$ cat src/verilog/lpt_port_pkg.sv
// constants, types and address map for the printer parallel port
package lpt_port_pkg;

  // ---------------------------------------------------------------
  // system i/o addresses
  // ---------------------------------------------------------------
  localparam logic [15:0] OPT_SEL_ADDR = 16'h0102;
  localparam logic [15:0] BASE_PAR1 = 16'h03bc;
  localparam logic [15:0] BASE_PAR2 = 16'h0378;
  localparam logic [15:0] BASE_PAR3 = 16'h0278;
  localparam logic [15:0] OFS_DATA = 16'h0000;
  localparam logic [15:0] OFS_STATUS = 16'h0001;
  localparam logic [15:0] OFS_CTRL = 16'h0002;

  // ---------------------------------------------------------------
  // option-select fields
  // ---------------------------------------------------------------
  localparam int OPT_COMPAT_BIT = 7;
  localparam int OPT_BASE_HI = 6;
  localparam int OPT_BASE_LO = 5;
  localparam logic [1:0] BASE_SEL_PAR1 = 2'h0;
  localparam logic [1:0] BASE_SEL_PAR2 = 2'h1;
  localparam logic [1:0] BASE_SEL_PAR3 = 2'h2;
  localparam logic [7:0] OPT_RESET = 8'h80;

  // ---------------------------------------------------------------
  // control register, bit 5 down to bit 0
  // ---------------------------------------------------------------
  typedef struct packed {
    logic dir_read;
    logic irq_en;
    logic choose_printer;
    logic init;
    logic linefeed_automatic;
    logic strobe;
  } ctrl_type;

  localparam int CTRL_W = 6;
  localparam ctrl_type CTRL_RESET = 6'h04;
  localparam logic [1:0] CTRL_RSVD = 2'h0;

  // ---------------------------------------------------------------
  // filtered printer-side status inputs
  // ---------------------------------------------------------------
  typedef struct packed {
    logic busy;
    logic ack_n;
    logic paper_out;
    logic printer_chosen;
    logic error_n;
  } pin_stat_type;

  localparam int STAT_PINS = 5;
  localparam int DATA_W = 8;
  localparam int SYNC_W = DATA_W + STAT_PINS;
  localparam logic [1:0] STAT_RSVD = 2'h0;
  localparam int STAT_IRQ_BIT = 2;
  // idle pin levels: acknowledge and error high, data and the rest low
  localparam logic [SYNC_W-1:0] SYNC_RESET = 13'h0009;

endpackage

$ cat src/verilog/printer_parallel_port.sv
// printer parallel port: i/o-mapped data, status and control ports
`timescale 1ns/10ps
module printer_parallel_port
  import lpt_port_pkg::*;
(
  input wire logic i_clk,
  input wire logic i_rstn,
  input wire logic i_setup,
  input wire logic [15:0] i_io_addr,
  input wire logic i_io_wr,
  input wire logic i_io_rd,
  input wire logic [7:0] i_io_wdata,
  output logic [7:0] o_io_rdata,
  output logic o_io_rvalid,
  output logic o_irq,
  input wire logic [7:0] i_pd,
  output logic [7:0] o_pd,
  output logic o_pd_oe,
  input wire logic i_busy,
  input wire logic i_ack_n,
  input wire logic i_paper_out,
  input wire logic i_printer_chosen,
  input wire logic i_error_n,
  output logic o_strobe_n,
  output logic o_linefeed_automatic_n,
  output logic o_init_n,
  output logic o_choose_printer_n
);

  // ---------------------------------------------------------------
  // pin input filters
  // ---------------------------------------------------------------
  // pins are asynchronous; a level only counts once two stages agree
  logic [SYNC_W-1:0] raw_in;
  logic [SYNC_W-1:0] s1_r;
  logic [SYNC_W-1:0] s2_r;
  logic [SYNC_W-1:0] s3_r;
  logic [SYNC_W-1:0] filt_r;

  assign raw_in = {i_pd, i_busy, i_ack_n, i_paper_out, i_printer_chosen, i_error_n};

  genvar gi;
  generate
    for (gi = 0; gi < SYNC_W; gi++) begin : g_sync
      // reset to idle levels, else acknowledge shows a false trailing edge
      always_ff @(posedge i_clk) begin
        if (!i_rstn) begin
          s1_r[gi] <= SYNC_RESET[gi];
          s2_r[gi] <= SYNC_RESET[gi];
          s3_r[gi] <= SYNC_RESET[gi];
          filt_r[gi] <= SYNC_RESET[gi];
        end else begin
          s1_r[gi] <= raw_in[gi];
          s2_r[gi] <= s1_r[gi];
          s3_r[gi] <= s2_r[gi];
          if (s2_r[gi] == s3_r[gi]) begin
            filt_r[gi] <= s3_r[gi];
          end
        end
      end
    end
  endgenerate

  pin_stat_type pin_stat;
  logic [DATA_W-1:0] pd_in;

  assign pin_stat = filt_r[STAT_PINS-1:0];
  assign pd_in = filt_r[SYNC_W-1:STAT_PINS];

  // ---------------------------------------------------------------
  // address decode
  // ---------------------------------------------------------------
  logic [7:0] opt_r;
  logic [1:0] base_sel;
  logic [15:0] base_addr;
  logic [15:0] addr_data;
  logic [15:0] addr_stat;
  logic [15:0] addr_ctrl;
  logic ext_mode;
  logic hit_data;
  logic hit_stat;
  logic hit_ctrl;
  logic wr_opt;
  logic wr_data;
  logic wr_ctrl;
  logic rd_stat;
  logic rd_any;

  assign base_sel = opt_r[OPT_BASE_HI:OPT_BASE_LO];
  assign base_addr = (base_sel == BASE_SEL_PAR2) ? BASE_PAR2 :
                     (base_sel == BASE_SEL_PAR3) ? BASE_PAR3 : BASE_PAR1;
  assign ext_mode = ~opt_r[OPT_COMPAT_BIT];
  assign addr_data = 16'(base_addr + OFS_DATA);
  assign addr_stat = 16'(base_addr + OFS_STATUS);
  assign addr_ctrl = 16'(base_addr + OFS_CTRL);
  assign hit_data = (i_io_addr == addr_data);
  assign hit_stat = (i_io_addr == addr_stat);
  assign hit_ctrl = (i_io_addr == addr_ctrl);
  assign wr_opt = i_io_wr && i_setup && (i_io_addr == OPT_SEL_ADDR);
  assign wr_data = i_io_wr && hit_data;
  assign wr_ctrl = i_io_wr && hit_ctrl;
  assign rd_stat = i_io_rd && hit_stat;
  assign rd_any = i_io_rd && (hit_data || hit_stat || hit_ctrl);

  // ---------------------------------------------------------------
  // option-select, data latch and control registers
  // ---------------------------------------------------------------
  logic [DATA_W-1:0] data_r;
  ctrl_type ctrl_r;

  always_ff @(posedge i_clk) begin
    if (!i_rstn) begin
      opt_r <= OPT_RESET;
    end else if (wr_opt) begin
      opt_r <= i_io_wdata;
    end
  end

  always_ff @(posedge i_clk) begin
    if (!i_rstn) begin
      data_r <= '0;
      ctrl_r <= CTRL_RESET;
    end else begin
      if (wr_data) begin
        data_r <= i_io_wdata;
      end
      if (wr_ctrl) begin
        ctrl_r <= i_io_wdata[CTRL_W-1:0];
      end
    end
  end

  // ---------------------------------------------------------------
  // data pins
  // ---------------------------------------------------------------
  // direction bit is ignored in compatible mode, so reset leaves pins driven
  logic drive_pd;

  assign drive_pd = !ext_mode || !ctrl_r.dir_read;
  assign o_pd = data_r;
  assign o_pd_oe = drive_pd;

  // ---------------------------------------------------------------
  // control pins
  // ---------------------------------------------------------------
  assign o_strobe_n = ~ctrl_r.strobe;
  assign o_linefeed_automatic_n = ~ctrl_r.linefeed_automatic;
  assign o_init_n = ctrl_r.init;
  assign o_choose_printer_n = ~ctrl_r.choose_printer;

  // ---------------------------------------------------------------
  // acknowledge interrupt
  // ---------------------------------------------------------------
  // pending is set on every trailing edge so software can poll it;
  // the enable only gates the interrupt line
  logic ack_prev_r;
  logic ack_rise;
  logic pend_r;

  assign ack_rise = pin_stat.ack_n && !ack_prev_r;

  always_ff @(posedge i_clk) begin
    if (!i_rstn) begin
      ack_prev_r <= 1'b1;
      pend_r <= 1'b0;
    end else begin
      ack_prev_r <= pin_stat.ack_n;
      if (ack_rise) begin
        pend_r <= 1'b1;
      end else if (rd_stat) begin
        pend_r <= 1'b0;
      end
    end
  end

  assign o_irq = pend_r && ctrl_r.irq_en;

  // ---------------------------------------------------------------
  // read data
  // ---------------------------------------------------------------
  logic [7:0] stat_byte;
  logic [7:0] ctrl_byte;
  logic [7:0] data_byte;
  logic [7:0] rdata_nxt;

  assign stat_byte = {~pin_stat.busy, pin_stat.ack_n, pin_stat.paper_out,
                      pin_stat.printer_chosen, pin_stat.error_n,
                      ~pend_r, STAT_RSVD};
  assign ctrl_byte = {CTRL_RSVD, 1'b0, ctrl_r[CTRL_W-2:0]};
  assign data_byte = drive_pd ? data_r : pd_in;
  assign rdata_nxt = hit_stat ? stat_byte : hit_ctrl ? ctrl_byte : data_byte;

  always_ff @(posedge i_clk) begin
    if (!i_rstn) begin
      o_io_rdata <= '0;
      o_io_rvalid <= 1'b0;
    end else begin
      o_io_rvalid <= rd_any;
      if (rd_any) begin
        o_io_rdata <= rdata_nxt;
      end
    end
  end
endmodule

$ cat config.mk
export PLATFORM = sky130hd
export DESIGN_NAME = printer_parallel_port
export DESIGN_NICKNAME = d
export VERILOG_FILES = /design/src/verilog/lpt_port_pkg.sv /design/src/verilog/printer_parallel_port.sv
export SDC_FILE = /design/constraint.sdc
export NUM_CORES = 1
export LEC_CHECK = 0
export ABC_AREA = 1
export ABC_CLOCK_PERIOD_IN_PS = 2160
export BUFFER_PORTS_ARGS = -buffer_cell sky130_fd_sc_hd__buf_4
export CORE_MARGIN = 3
export CORE_UTILIZATION = 50
export CTS_CLUSTER_DIAMETER = 150
export CTS_CLUSTER_SIZE = 8
export DETAILED_ROUTE_END_ITERATION = 7
export PLACE_DENSITY = 0.76
export SETUP_SLACK_MARGIN = 0.1
export SLEW_MARGIN = 20
export SYNTH_ARGS = -nofsm -noshare
export SYNTH_HDL_FRONTEND = slang
export SYNTH_SLANG_ARGS = --single-unit
$ cat constraint.sdc
create_clock -name i_clk -period 2.16 [get_ports i_clk]
set_input_delay 0.432 -clock i_clk [delete_from_list [all_inputs] [get_ports i_clk]]
set_output_delay 0.432 -clock i_clk [all_outputs]
set_load 0.1 [all_outputs]
==> results by group, run 1 <==
Layout
  – Most frequent cells in the layout: nand2_1, dfxtp_1, inv_1
  – # diodes: 0
  – Layout Nets: 560
  – Final Util: 0.640
  – Commonest non-fill, non-tap cell in the layout: nand2_1
  – Non-filler cells, final: approximately 600
  – Layout cell share with drive strength beyond 1: 0.234
  – Area delta synth->final: 23.2%

Worst setup path
  – Crit path cell chain: inv_1 -> nand2_1 -> buf_4
  – Worst setup SP type: register
  – Crit path max fanout: 9
  – Setup Crit Path Kind: register to output pin
  – Arrival @ worst endpoint: 1500 ps
  – CP max stage delay: 370 ps
  – Slowest CP cell: buf_4
  – CP required: between 1500 and 2000 ps
  – CP endpoint kind: output pin

STA
  – Final setup vio count: 0
  – Fmax: between 500 and 600 MHz
  – Slew HR: 0.751
  – Final hold vios: 0
  – Setup TNS: 0 ps
  – Final Max Tran Viols: 0
  – Final Cycle Share: 0.893
  – Hold_ws: 254 ps
  – Final Worst Setup Slack: between 200 and 250 ps
  – Clk_skew: 3.87 ps
  – RSZ-0062 raised after global routing: no
  – Slew at the pin closest to its max-slew limit: 372 ps
  – Fin crit period: 1930 ps

Logic synthesis
  – Simple-gate share of the synthesized area: 0.334
  – Mux share of post-synthesis cell area: 0.00900
  – Post-synthesis compound-gate area fraction: 0.0780
  – Register area share after synthesis: 0.480
  – Post-synth EDFFs: 0
  – Post-Syn Nets: 493
  – FFs w/ async S/R, synth: 0
  – Largest family of logic cells by synthesized area: simple AND/OR/NAND/NOR gates
  – Adder-Cell Fraction of Synth Area: 0.00375
  – Cell variety after synth: 29
  – Mapped Avg Cell Area: 7.42 sq um
  – Post-Synthesis Cell Area: 3340 sq um
  – Post-Syn Instances: 450
  – Synth Register Bits: 80
  – Top FF cell, synth: dfxtp_1
  – Yosys warns: 0
  – XOR/XNOR Fraction of Synth Area: 0

Floorplanning
  – Row count: 29
  – Die Span Y: ~88 um
  – Die Area: 7690 sq um
  – Ports: 65
  – Core Footprint: 6420 sq um
  – Initial Utilization: 0.520
  – Die Wd: slightly below 90 um

Drt
  – Vias/cell: about 4.7
  – WL final: 6810 um
  – DR WL/cell: approximately 11 um
  – Via count: 2,804
  – Detail Route Antenna Nets: 0
  – DR pass1 iterations: 4
  – DRC Markers: 0
  – DRT iter0 DRCs: 108

Power and ir drop
  – Pwr Density: 712 nW/um^2
  – Peak VDD IR: slightly above 0.5 mV
  – Lkg Pwr: ~2.2 nW

Clock network
  – Post-CTS setup buffer count: 0
  – CTS tree: yes
  – Clk slew on worst S/H paths: 80 ps
  – CTS Buf Count: 9
  – Latest clock arrival within the worst-skew pair: 350 ps
  – CTS max path bufs: 2
  – Post-CTS sizing: 0
  – Num Clock Sinks: 80
  – Root Driver: clkbuf_8
  – # hold bufs at CTS: 0
  – H-tree depth: 3

Global routing
  – Vias in the first global route: 2,520
  – First-pass GRT wire length: about 11,000 um
  – GRT Util Overall: 0.189
  – Pin count of the biggest net entering global routing: 39
  – Total congestion overflow: 0
  – Antenna violations before repair: 0

Placed design
  – IO buf count: between 60 and 70
  – Final GP Congestion: about 0.85
  – Dpl ws: ~370 ps
  – Dpl hpwl: a little over 5000 um
  – Placed Cells: 583

Run
  – MaxCap Viol Count: 0

Outcome
  – Outcome: complete, no violations

Min path
  – Worst hold path type: primary input to register
metal layers:
| layer | vias to the layer above | global-route usage | routed length, um |
|---|---|---|---|
| met5 | - | 0 | 0 |
| li1 | 1505 | - | - |
| met2 | 64 | 0.295 | 3150 |
| met1 | 1220 | 0.248 | 3140 |
| met4 | 0 | 0.0781 | 136 |
| met3 | 15 | 0.0480 | 385 |
state kept, by name, indices dropped and copies added, names as in the netlist:
signal and cells:
ack_prev_r 1, ctrl_byte 4, ctrl_r 1, filt_r 13
o_init_n 1, o_io_rdata 8, o_io_rvalid 1, o_pd 8
opt_r 3, pend_r 1, s1_r 13, s2_r 13
s3_r 13
cell families after synthesis:
| group | count (synthesis) |
|---|---|
| buffers and inverters | 83 |
| muxes | 3 |
| adders and majority gates | 1 |
| AOI/OAI and AO/OA | 47 |
| DFF | 80 |
| and+or+nand+nor | 236 |
worst paths after layout:
kind | startpoint | to | slack (ps) | depth (start not counted)
setup / recovery | opt_r[7] | o_pd_oe | 230 | 3
hold / removal | i_pd[2] | s1_r[7] | 250 | 3
setup reg to reg | opt_r[5] | o_io_rdata[5] | 360 | 11
hold reg to reg | s1_r[2] | s2_r[2] | 420 | 2
synth_stat cells, types with 2 or more instances:
cell type / count / area (sq um)
nor2_2: 3 / 18.8
nor2_1: 68 / 255
inv_2: 5 / 18.8
mux2i_1: 3 / 30.0
nand3_4: 2 / 35.0
nor2_4: 9 / 101
nand2_1: 110 / 413
nand3_2: 5 / 50.1
o21ai_1: 8 / 40.0
a21oi_1: 16 / 80.1
nand2_4: 4 / 45.0
or2_2: 6 / 37.5
nand3b_1: 2 / 15.0
clkbuf_1: 5 / 18.8
inv_1: 69 / 259
nand2_2: 6 / 37.5
o21ai_0: 17 / 85.1
nand3_1: 20 / 100
dfxtp_1: 80 / 1600
a211oi_1: 3 / 22.5
layout make-up:
cell class / instances / area, sq um
Sequential cell: 80 / 1600
Clock buffer: 12 / 155
Timing Repair Buffer: 65 / 488
Fill cell: 581 / 2310
Multi-Input combinational cell: 287 / 1420
Clock inverter: 4 / 76.3
Inverter: 74 / 278
Tap cell: 77 / 96.3
worst max-delay path: cells and delay by family (launching register included):
| kind | cells | cell delay, ps |
|---|---|---|
| buffers and inverters | 2 | 480 |
| flip-flops | 1 | 360 |
| AND/OR/NAND/NOR | 1 | 310 |
metrics by stage:
step                      area [sq um]  total power [W]
after floorplan                   3340          0.00163
after global placement            3880          0.00172
after detailed placement          3880          0.00172
after CTS                         4110          0.00294
after global routing              4110          0.00304
final                             4110          0.00293
report_power, final:
part	internal, W	switching, W	total, W
sequential	0.00150	0.0000119	0.00152
combinational	0.0000775	0.0000930	0.000170
clock	0.000716	0.000525	0.00124
(Power assumes the default switching activity.)
==> run 2: changes to the inputs <==
--- a/config.mk
+++ b/config.mk
@@ -6,14 +6,14 @@
 export NUM_CORES = 1
 export LEC_CHECK = 0
 export ABC_AREA = 1
-export ABC_CLOCK_PERIOD_IN_PS = 2160
+export ABC_CLOCK_PERIOD_IN_PS = 1600
 export BUFFER_PORTS_ARGS = -buffer_cell sky130_fd_sc_hd__buf_4
 export CORE_MARGIN = 3
-export CORE_UTILIZATION = 50
+export CORE_UTILIZATION = 49
 export CTS_CLUSTER_DIAMETER = 150
 export CTS_CLUSTER_SIZE = 8
 export DETAILED_ROUTE_END_ITERATION = 7
-export PLACE_DENSITY = 0.76
+export PLACE_DENSITY = 0.78
 export SETUP_SLACK_MARGIN = 0.1
 export SLEW_MARGIN = 20
 export SYNTH_ARGS = -nofsm -noshare
==> constraint.sdc (replaced) <==
create_clock -name i_clk -period 1.6 [get_ports i_clk]
set_input_delay 0.32 -clock i_clk [delete_from_list [all_inputs] [get_ports i_clk]]
set_output_delay 0.32 -clock i_clk [all_outputs]
set_load 0.1 [all_outputs]
==> run 2 against run 1 <==
Against the previous run:
- the flow now finishes with violations (setup timing)
- worst hold slack worse by 110 ps
- global-route usage increased by 0.84 points
- clock skew is 5.1 ps higher
- first-iteration DRC count rose by 110%
- count of clock-buffer cells in the layout fell by 1
- core utilization is 2.2 points higher
- routed wire length grew 8.2%
- critical path type is now register to register
- largest cell class unchanged
- highest routed layer unchanged
==> results by group, run 2 (synthesis gave the netlist of run 1 again) <==
Outcome
  – Outcome: complete, but fails checks
  – Failing checks: setup timing

Global routing
  – GRT Util Overall: 0.197 (+0.00845)
  – First-pass GRT wire length: 12,000 um (+6.2%)
  – Pin count of the biggest net entering global routing: 65 (+67%)
  – Vias in the first global route: 2,735 (+8.5%)
  – Antenna violations before repair: 0 (unchanged)
  – Total congestion overflow: 0 (unchanged)

Drt
  – WL final: 7370 um (+8.2%)
  – Detail Route Antenna Nets: 0 (unchanged)
  – Via count: 2,925 (+4.3%)
  – DR pass1 iterations: 4 (unchanged)
  – Vias/cell: 4.86 (+3.8%)
  – DRC Markers: 0 (unchanged)
  – DRT iter0 DRCs: 232 (+110%)
  – DR WL/cell: 12.2 um (+7.7%)

Worst setup path
  – Crit path cell chain: inv_2 -> ha_4 -> inv_4 -> nand2_2 -> nand2_4 -> nand2_4 -> nor2_4 -> buf_4 -> nand3_4 -> nand2_2 -> nor2_2 -> nor2_1 -> nor2_1
  – Worst setup SP type: register
  – Arrival @ worst endpoint: 1950 ps (+450 ps)
  – Slowest CP cell: dfxtp_2
  – CP endpoint kind: register
  – CP required: 1850 ps (+120 ps)
  – Crit path max fanout: 7 (-2)
  – Setup Crit Path Kind: register to register
  – CP max stage delay: 340 ps (-30 ps)

Floorplanning
  – Die Area: 7840 sq um (+1.9%)
  – Initial Utilization: 0.517 (-0.00292)
  – Core Footprint: 6460 sq um (+0.56%)
  – Ports: 65 (unchanged)
  – Die Span Y: 88.5 um (+0.95%)
  – Die Wd: 88.5 um (+0.95%)
  – Row count: 29 (unchanged)

STA
  – Final setup vio count: 22 (+22)
  – Slew HR: 0.818 (+0.0662)
  – Final Cycle Share: 1.07
  – Fin crit period: roughly 1700 ps
  – Slew at the pin closest to its max-slew limit: 273 ps (-98.7 ps)
  – Final Max Tran Viols: 0 (unchanged)
  – Fmax: 587 MHz
  – Final Worst Setup Slack: -105 ps (-337 ps)
  – RSZ-0062 raised after global routing: yes
  – Clk_skew: 8.93 ps (+5.07 ps)
  – Final hold vios: 0 (unchanged)

Clock network
  – CTS Buf Count: 9 (unchanged)
  – Latest clock arrival within the worst-skew pair: 350 ps (about the same)
  – CTS max path bufs: 2 (unchanged)
  – CTS tree: yes
  – Clk slew on worst S/H paths: 80 ps (about the same)
  – Num Clock Sinks: 80 (unchanged)
  – Root Driver: clkbuf_8
  – H-tree depth: 3 (unchanged)

Power and ir drop
  – PnR Total Power: 0.00388 W (+33%)
  – Pwr Density: 908 nW/um^2 (+28%)
  – Peak VDD IR: 0.680 mV (+34%)
  – Lkg Pwr: 2.23 nW (+2.3%)

Layout
  – # diodes: 0 (unchanged)
  – Most frequent cells in the layout: nand2_1, dfxtp_1, inv_1
  – Commonest non-fill, non-tap cell in the layout: nand2_1
  – Layout cell share with drive strength beyond 1: 0.297 (+0.0634)
  – Layout Nets: 563 (+0.54%)
  – # fillers: 557 (-4.1%)
  – Register area: 1600 sq um (+0.16%)
  – Area delta synth->final: 28.1%
  – Area of the multi-input gates: 1560 sq um (+9.8%)

Placed design
  – Dpl ws: -76.6 ps (-442 ps)
  – Final GP Congestion: 0.859 (+1.5%)
  – Dpl hpwl: 5090 um (-0.83%)
  – IO buf count: 64 (unchanged)

Min path
  – Worst hold path type: primary input to register

Run
  – MaxCap Viol Count: 0 (unchanged)
-- run 2: area by class of cell --
cell class	count	area share
Sequential cell	80	0.375
Timing Repair Buffer	67	0.122
Clock buffer	11	0.0307
Multi-Input combinational cell	288	0.364
Tap cell	77	0.0225
Clock inverter	5	0.0190
Inverter	74	0.0661
-- run 2: what timing repair did --
| item | in CTS | in global routing |
|---|---|---|
| endpoints found under the setup margin | 24 | 25 |
| pin swaps | 3 | 23 |
| hold buffers | 0 | 0 |
| gates resized for setup | 13 | 23 |
| setup buffers | 0 | 1 |
| gates cloned | 0 | 1 |
-- run 2: worst max-delay path, delay by kind of cell (launching register included) --
| family | cells | cell delay, ps |
|---|---|---|
| buf+inv | 3 | 260 |
| simple gates | 9 | 770 |
| fa+ha+maj | 1 | 230 |
| flops | 1 | 340 |
-- run 2: power breakdown --
part	internal, W	switching (W)	leakage [nW]
logic	0.000111	0.000135	1.47
clock network	0.000880	0.000710	0.104
registers	0.00203	0.0000158	0.653
total	0.00302	0.000860	2.23
-- run 2: worst paths after layout --
check | from | endpoint | slack, ps | depth (start not counted)
hold / removal | i_pd[6] | s1_r[11] | 150 | 3
setup reg to reg | opt_r[5] | o_io_rdata[2] | -100 | 13
hold reg to reg | s1_r[1] | s2_r[1] | 420 | 2
setup / recovery | opt_r[5] | o_io_rdata[2] | -100 | 13
-- run 2: stage by stage --
stage | hold slack, ps | std cells | TNS, ps | util | instance area, sq um
after global routing | 141 | 602 | -3530 | 0.662 | 4280
after global placement | 394 | 584 | -265 | 0.608 | 3930
after floorplan | 390 | 450 | 0 | - | 3360
after detailed placement | 400 | 584 | -574 | 0.608 | 3930
after CTS | 138 | 600 | -290 | 0.649 | 4190
final | 148 | 602 | -1180 | 0.662 | 4280
-- run 2: per-layer routing --
metal	vias up	wire length, um	track usage	part of all wire
met2	83	3630	0.335	0.49
met1	1322	3190	0.244	0.43
met4	0	141	0.0769	0.019
met5	-	0	0	0
met3	15	412	0.0419	0.056
li1	1505	-	-	-
==> run 3: changes to the inputs <==
--- a/config.mk
+++ b/config.mk
@@ -13,7 +13,8 @@
 export CTS_CLUSTER_DIAMETER = 150
 export CTS_CLUSTER_SIZE = 8
 export DETAILED_ROUTE_END_ITERATION = 7
-export PLACE_DENSITY = 0.78
+export PLACE_DENSITY_LB_ADDON = 0.1
+export REMOVE_ABC_BUFFERS = 1
 export SETUP_SLACK_MARGIN = 0.1
 export SLEW_MARGIN = 20
 export SYNTH_ARGS = -nofsm -noshare
==> run 3 against run 2 <==
Against the previous run:
- power down 2.8%
- clock power down 7%
- count of clock-buffer cells in the layout unchanged
- global-route usage up 0.64 points
- via count down 0.75%
- design area up 0.67%
- the run still ends with setup timing left
- worst setup slack better by 54 ps
- core utilization up 0.45 points
- critical endpoint is now o_pd[7]
- combinational power about the same
- clock skew down 0.88 ps
==> results by group, run 3 (synthesis gave the netlist of run 1 again) <==
Outcome
  – Outcome: complete, but fails checks
  – Failing checks: setup timing

STA
  – RSZ-0062 raised after global routing: yes
  – Hold_ws: 152 ps (+4.30 ps)
  – Clk_skew: 8.05 ps (-0.883 ps)
  – Final setup vio count: 18 (-18%)
  – Final Max Tran Viols: 0 (unchanged)
  – Final hold vios: 0 (unchanged)
  – Final Worst Setup Slack: -50.4 ps (+54.2 ps)
  – Slew at the pin closest to its max-slew limit: 344 ps (+70.4 ps)
  – Final Cycle Share: 1.03 (-0.0339)
  – Fin crit period: 1650 ps (-54.2 ps)
  – Slew HR: 0.771 (-0.0470)
  – Fmax: 606 MHz (+3.3%)

Floorplanning
  – Core Footprint: 6460 sq um (unchanged)
  – Row count: 29 (unchanged)
  – Die Wd: 88.5 um (unchanged)
  – Ports: 65 (unchanged)
  – Die Area: 7840 sq um (unchanged)
  – Initial Utilization: 0.517 (unchanged)
  – Die Span Y: 88.5 um (unchanged)

Clock network
  – Clk slew on worst S/H paths: 80 ps (about the same)
  – # hold bufs at CTS: 0 (unchanged)
  – H-tree depth: 3 (unchanged)
  – Root Driver: clkbuf_8
  – CTS tree: yes
  – CTS max path bufs: 2 (unchanged)
  – CTS Buf Count: 9 (unchanged)
  – Num Clock Sinks: 80 (unchanged)
  – Latest clock arrival within the worst-skew pair: 340 ps (about the same)

Drt
  – DR pass1 iterations: 6 (+2)
  – WL final: 7420 um (+0.65%)
  – Detail Route Antenna Nets: 0 (unchanged)
  – Via count: 2,903 (-0.75%)
  – Vias/cell: 4.78 (-1.6%)
  – DR WL/cell: 12.2 um (-0.18%)
  – DRC Markers: 0 (unchanged)
  – DRT iter0 DRCs: 117 (-50%)

Global routing
  – Pin count of the biggest net entering global routing: 55 (-15%)
  – Routing layer with the top usage in global route: met2
  – GRT Util Overall: 0.203 (+0.00641)
  – Vias in the first global route: 2,746 (+0.40%)
  – GRT met1 Usage: 0.258 (+0.0133)
  – M3 GR Usage: 0.0391 (-0.00279)
  – Antenna violations before repair: 0 (unchanged)
  – Total congestion overflow: 0 (unchanged)
  – Met2 Use GR: 0.340 (+0.00476)
  – First-pass GRT wire length: 12,300 um (+2.8%)

Worst setup path
  – CP required: 1880 ps (+30 ps)
  – Arrival @ worst endpoint: 1930 ps (-20 ps)
  – CP endpoint kind: register
  – Worst setup SP type: register
  – Setup Crit Path Kind: register to register
  – Crit path max fanout: 8 (+1)

Layout
  – # diodes: 0 (unchanged)
  – Layout Nets: 568 (+0.89%)
  – Final Cell Area: 4300 sq um (+0.67%)
  – Layout cell share with drive strength beyond 1: 0.292 (-0.00469)
  – # fillers: 577 (+3.6%)
  – Final Util: 0.666 (+0.00445)
  – Most frequent cells in the layout: nand2_1, dfxtp_1, buf_4
  – Area delta synth->final: 29.0%
  – Commonest non-fill, non-tap cell in the layout: nand2_1

Placed design
  – Dpl hpwl: 5270 um (+3.6%)
  – Dpl ws: -164 ps (-86.9 ps)
  – Final GP Congestion: 0.899 (+4.7%)
  – Dpl cell area: 3910 sq um (-0.51%)
  – IO buf count: 64 (unchanged)

Min path
  – Worst hold path type: primary input to register

Run
  – MaxCap Viol Count: 0 (unchanged)

Power and ir drop
  – Combinational power share: 0.066 (+0.003)
  – Pwr Density: 876 nW/um^2 (-3.5%)
  – Clock power share: 0.392 (-0.018)
  – Peak VDD IR: 0.634 mV (-6.8%)
  – Internal Power: 0.00290 W (-3.9%)
  – Sequential share of power: 0.542 (+0.015)
  – Lkg Pwr: 2.26 nW (+1.6%)
  – Sw Pwr: 0.000868 W (+0.91%)
  – Switching Fraction: 0.230 (+0.00856)
## run 3: cell count changes in the layout (fill, tap and decap cells not counted), sizes merged
cell,change
buf,+5
bufinv,-1
clkinv,+1
## run 3: worst paths after layout
check           start  endpoint  slack, ps  cells past startpoint
max          opt_r[5]   o_pd[7]        -50                     10
min           i_pd[6]  s1_r[11]        150                      3
max reg2reg  opt_r[5]   o_pd[7]        -50                     10
min reg2reg   s1_r[2]   s2_r[2]        410                      2
## run 3: critical path, stage by stage, from the launching register on
cell     delay, ps
dfxtp_2        340
inv_2           40
ha_4           300
nand2_2         80
nand2_4         90
nand2_4         70
nor2_4         130
nand3_4        110
nor2_4         240
o21ai_1         90
nor2_1         110
## run 3: power by group through the flow
| stage | Sequential (W) | Combinational (W) | Clock (W) |
|---|---|---|---|
| 2_1_floorplan | 0.00209 | 0.0000924 | 0 |
| 4_1_cts | 0.00204 | 0.000246 | 0.00151 |
| 5_1_grt | 0.00205 | 0.000275 | 0.00160 |
| 3_3_place_gp | 0.00209 | 0.000231 | 0 |
| 3_5_place_dp | 0.00209 | 0.000235 | 0 |
| 6_report | 0.00204 | 0.000248 | 0.00148 |
## run 3: metrics by stage
stage	total power [W]	std cells	TNS [ps]
CTS	0.00380	603	-291
detailed placement	0.00233	585	-2930
global placement	0.00232	585	-2200
floorplan	0.00218	441	-1260
global route	0.00392	607	-3410
finish	0.00377	607	-526
## run 3: metal layers
layer	routed length, um	part of all wire	up-vias
li1	-	-	1516
met2	3500	0.47	74
met3	440	0.059	15
met5	0	0	-
met4	155	0.021	0
met1	3330	0.45	1298
## run 3: cell type report
type                    instances  area, sq um  area share
flip-flops and latches         80         1600       0.373
clock inverters                 5         56.3      0.0131
repair buffers                 72          573       0.133
well taps                      77         96.3      0.0224
inverters                      74          285      0.0663
multi-input cells             288         1550       0.360
clock buffers                  11          141      0.0328
## run 3: timing repair
item                       4_1_cts  5_1_grt
pin swaps                       20       10
gates cloned                     1        0
setup endpoints to repair       25       26
buffers inserted                 1        4
hold endpoints to repair         0        0
resized for setup               29       13
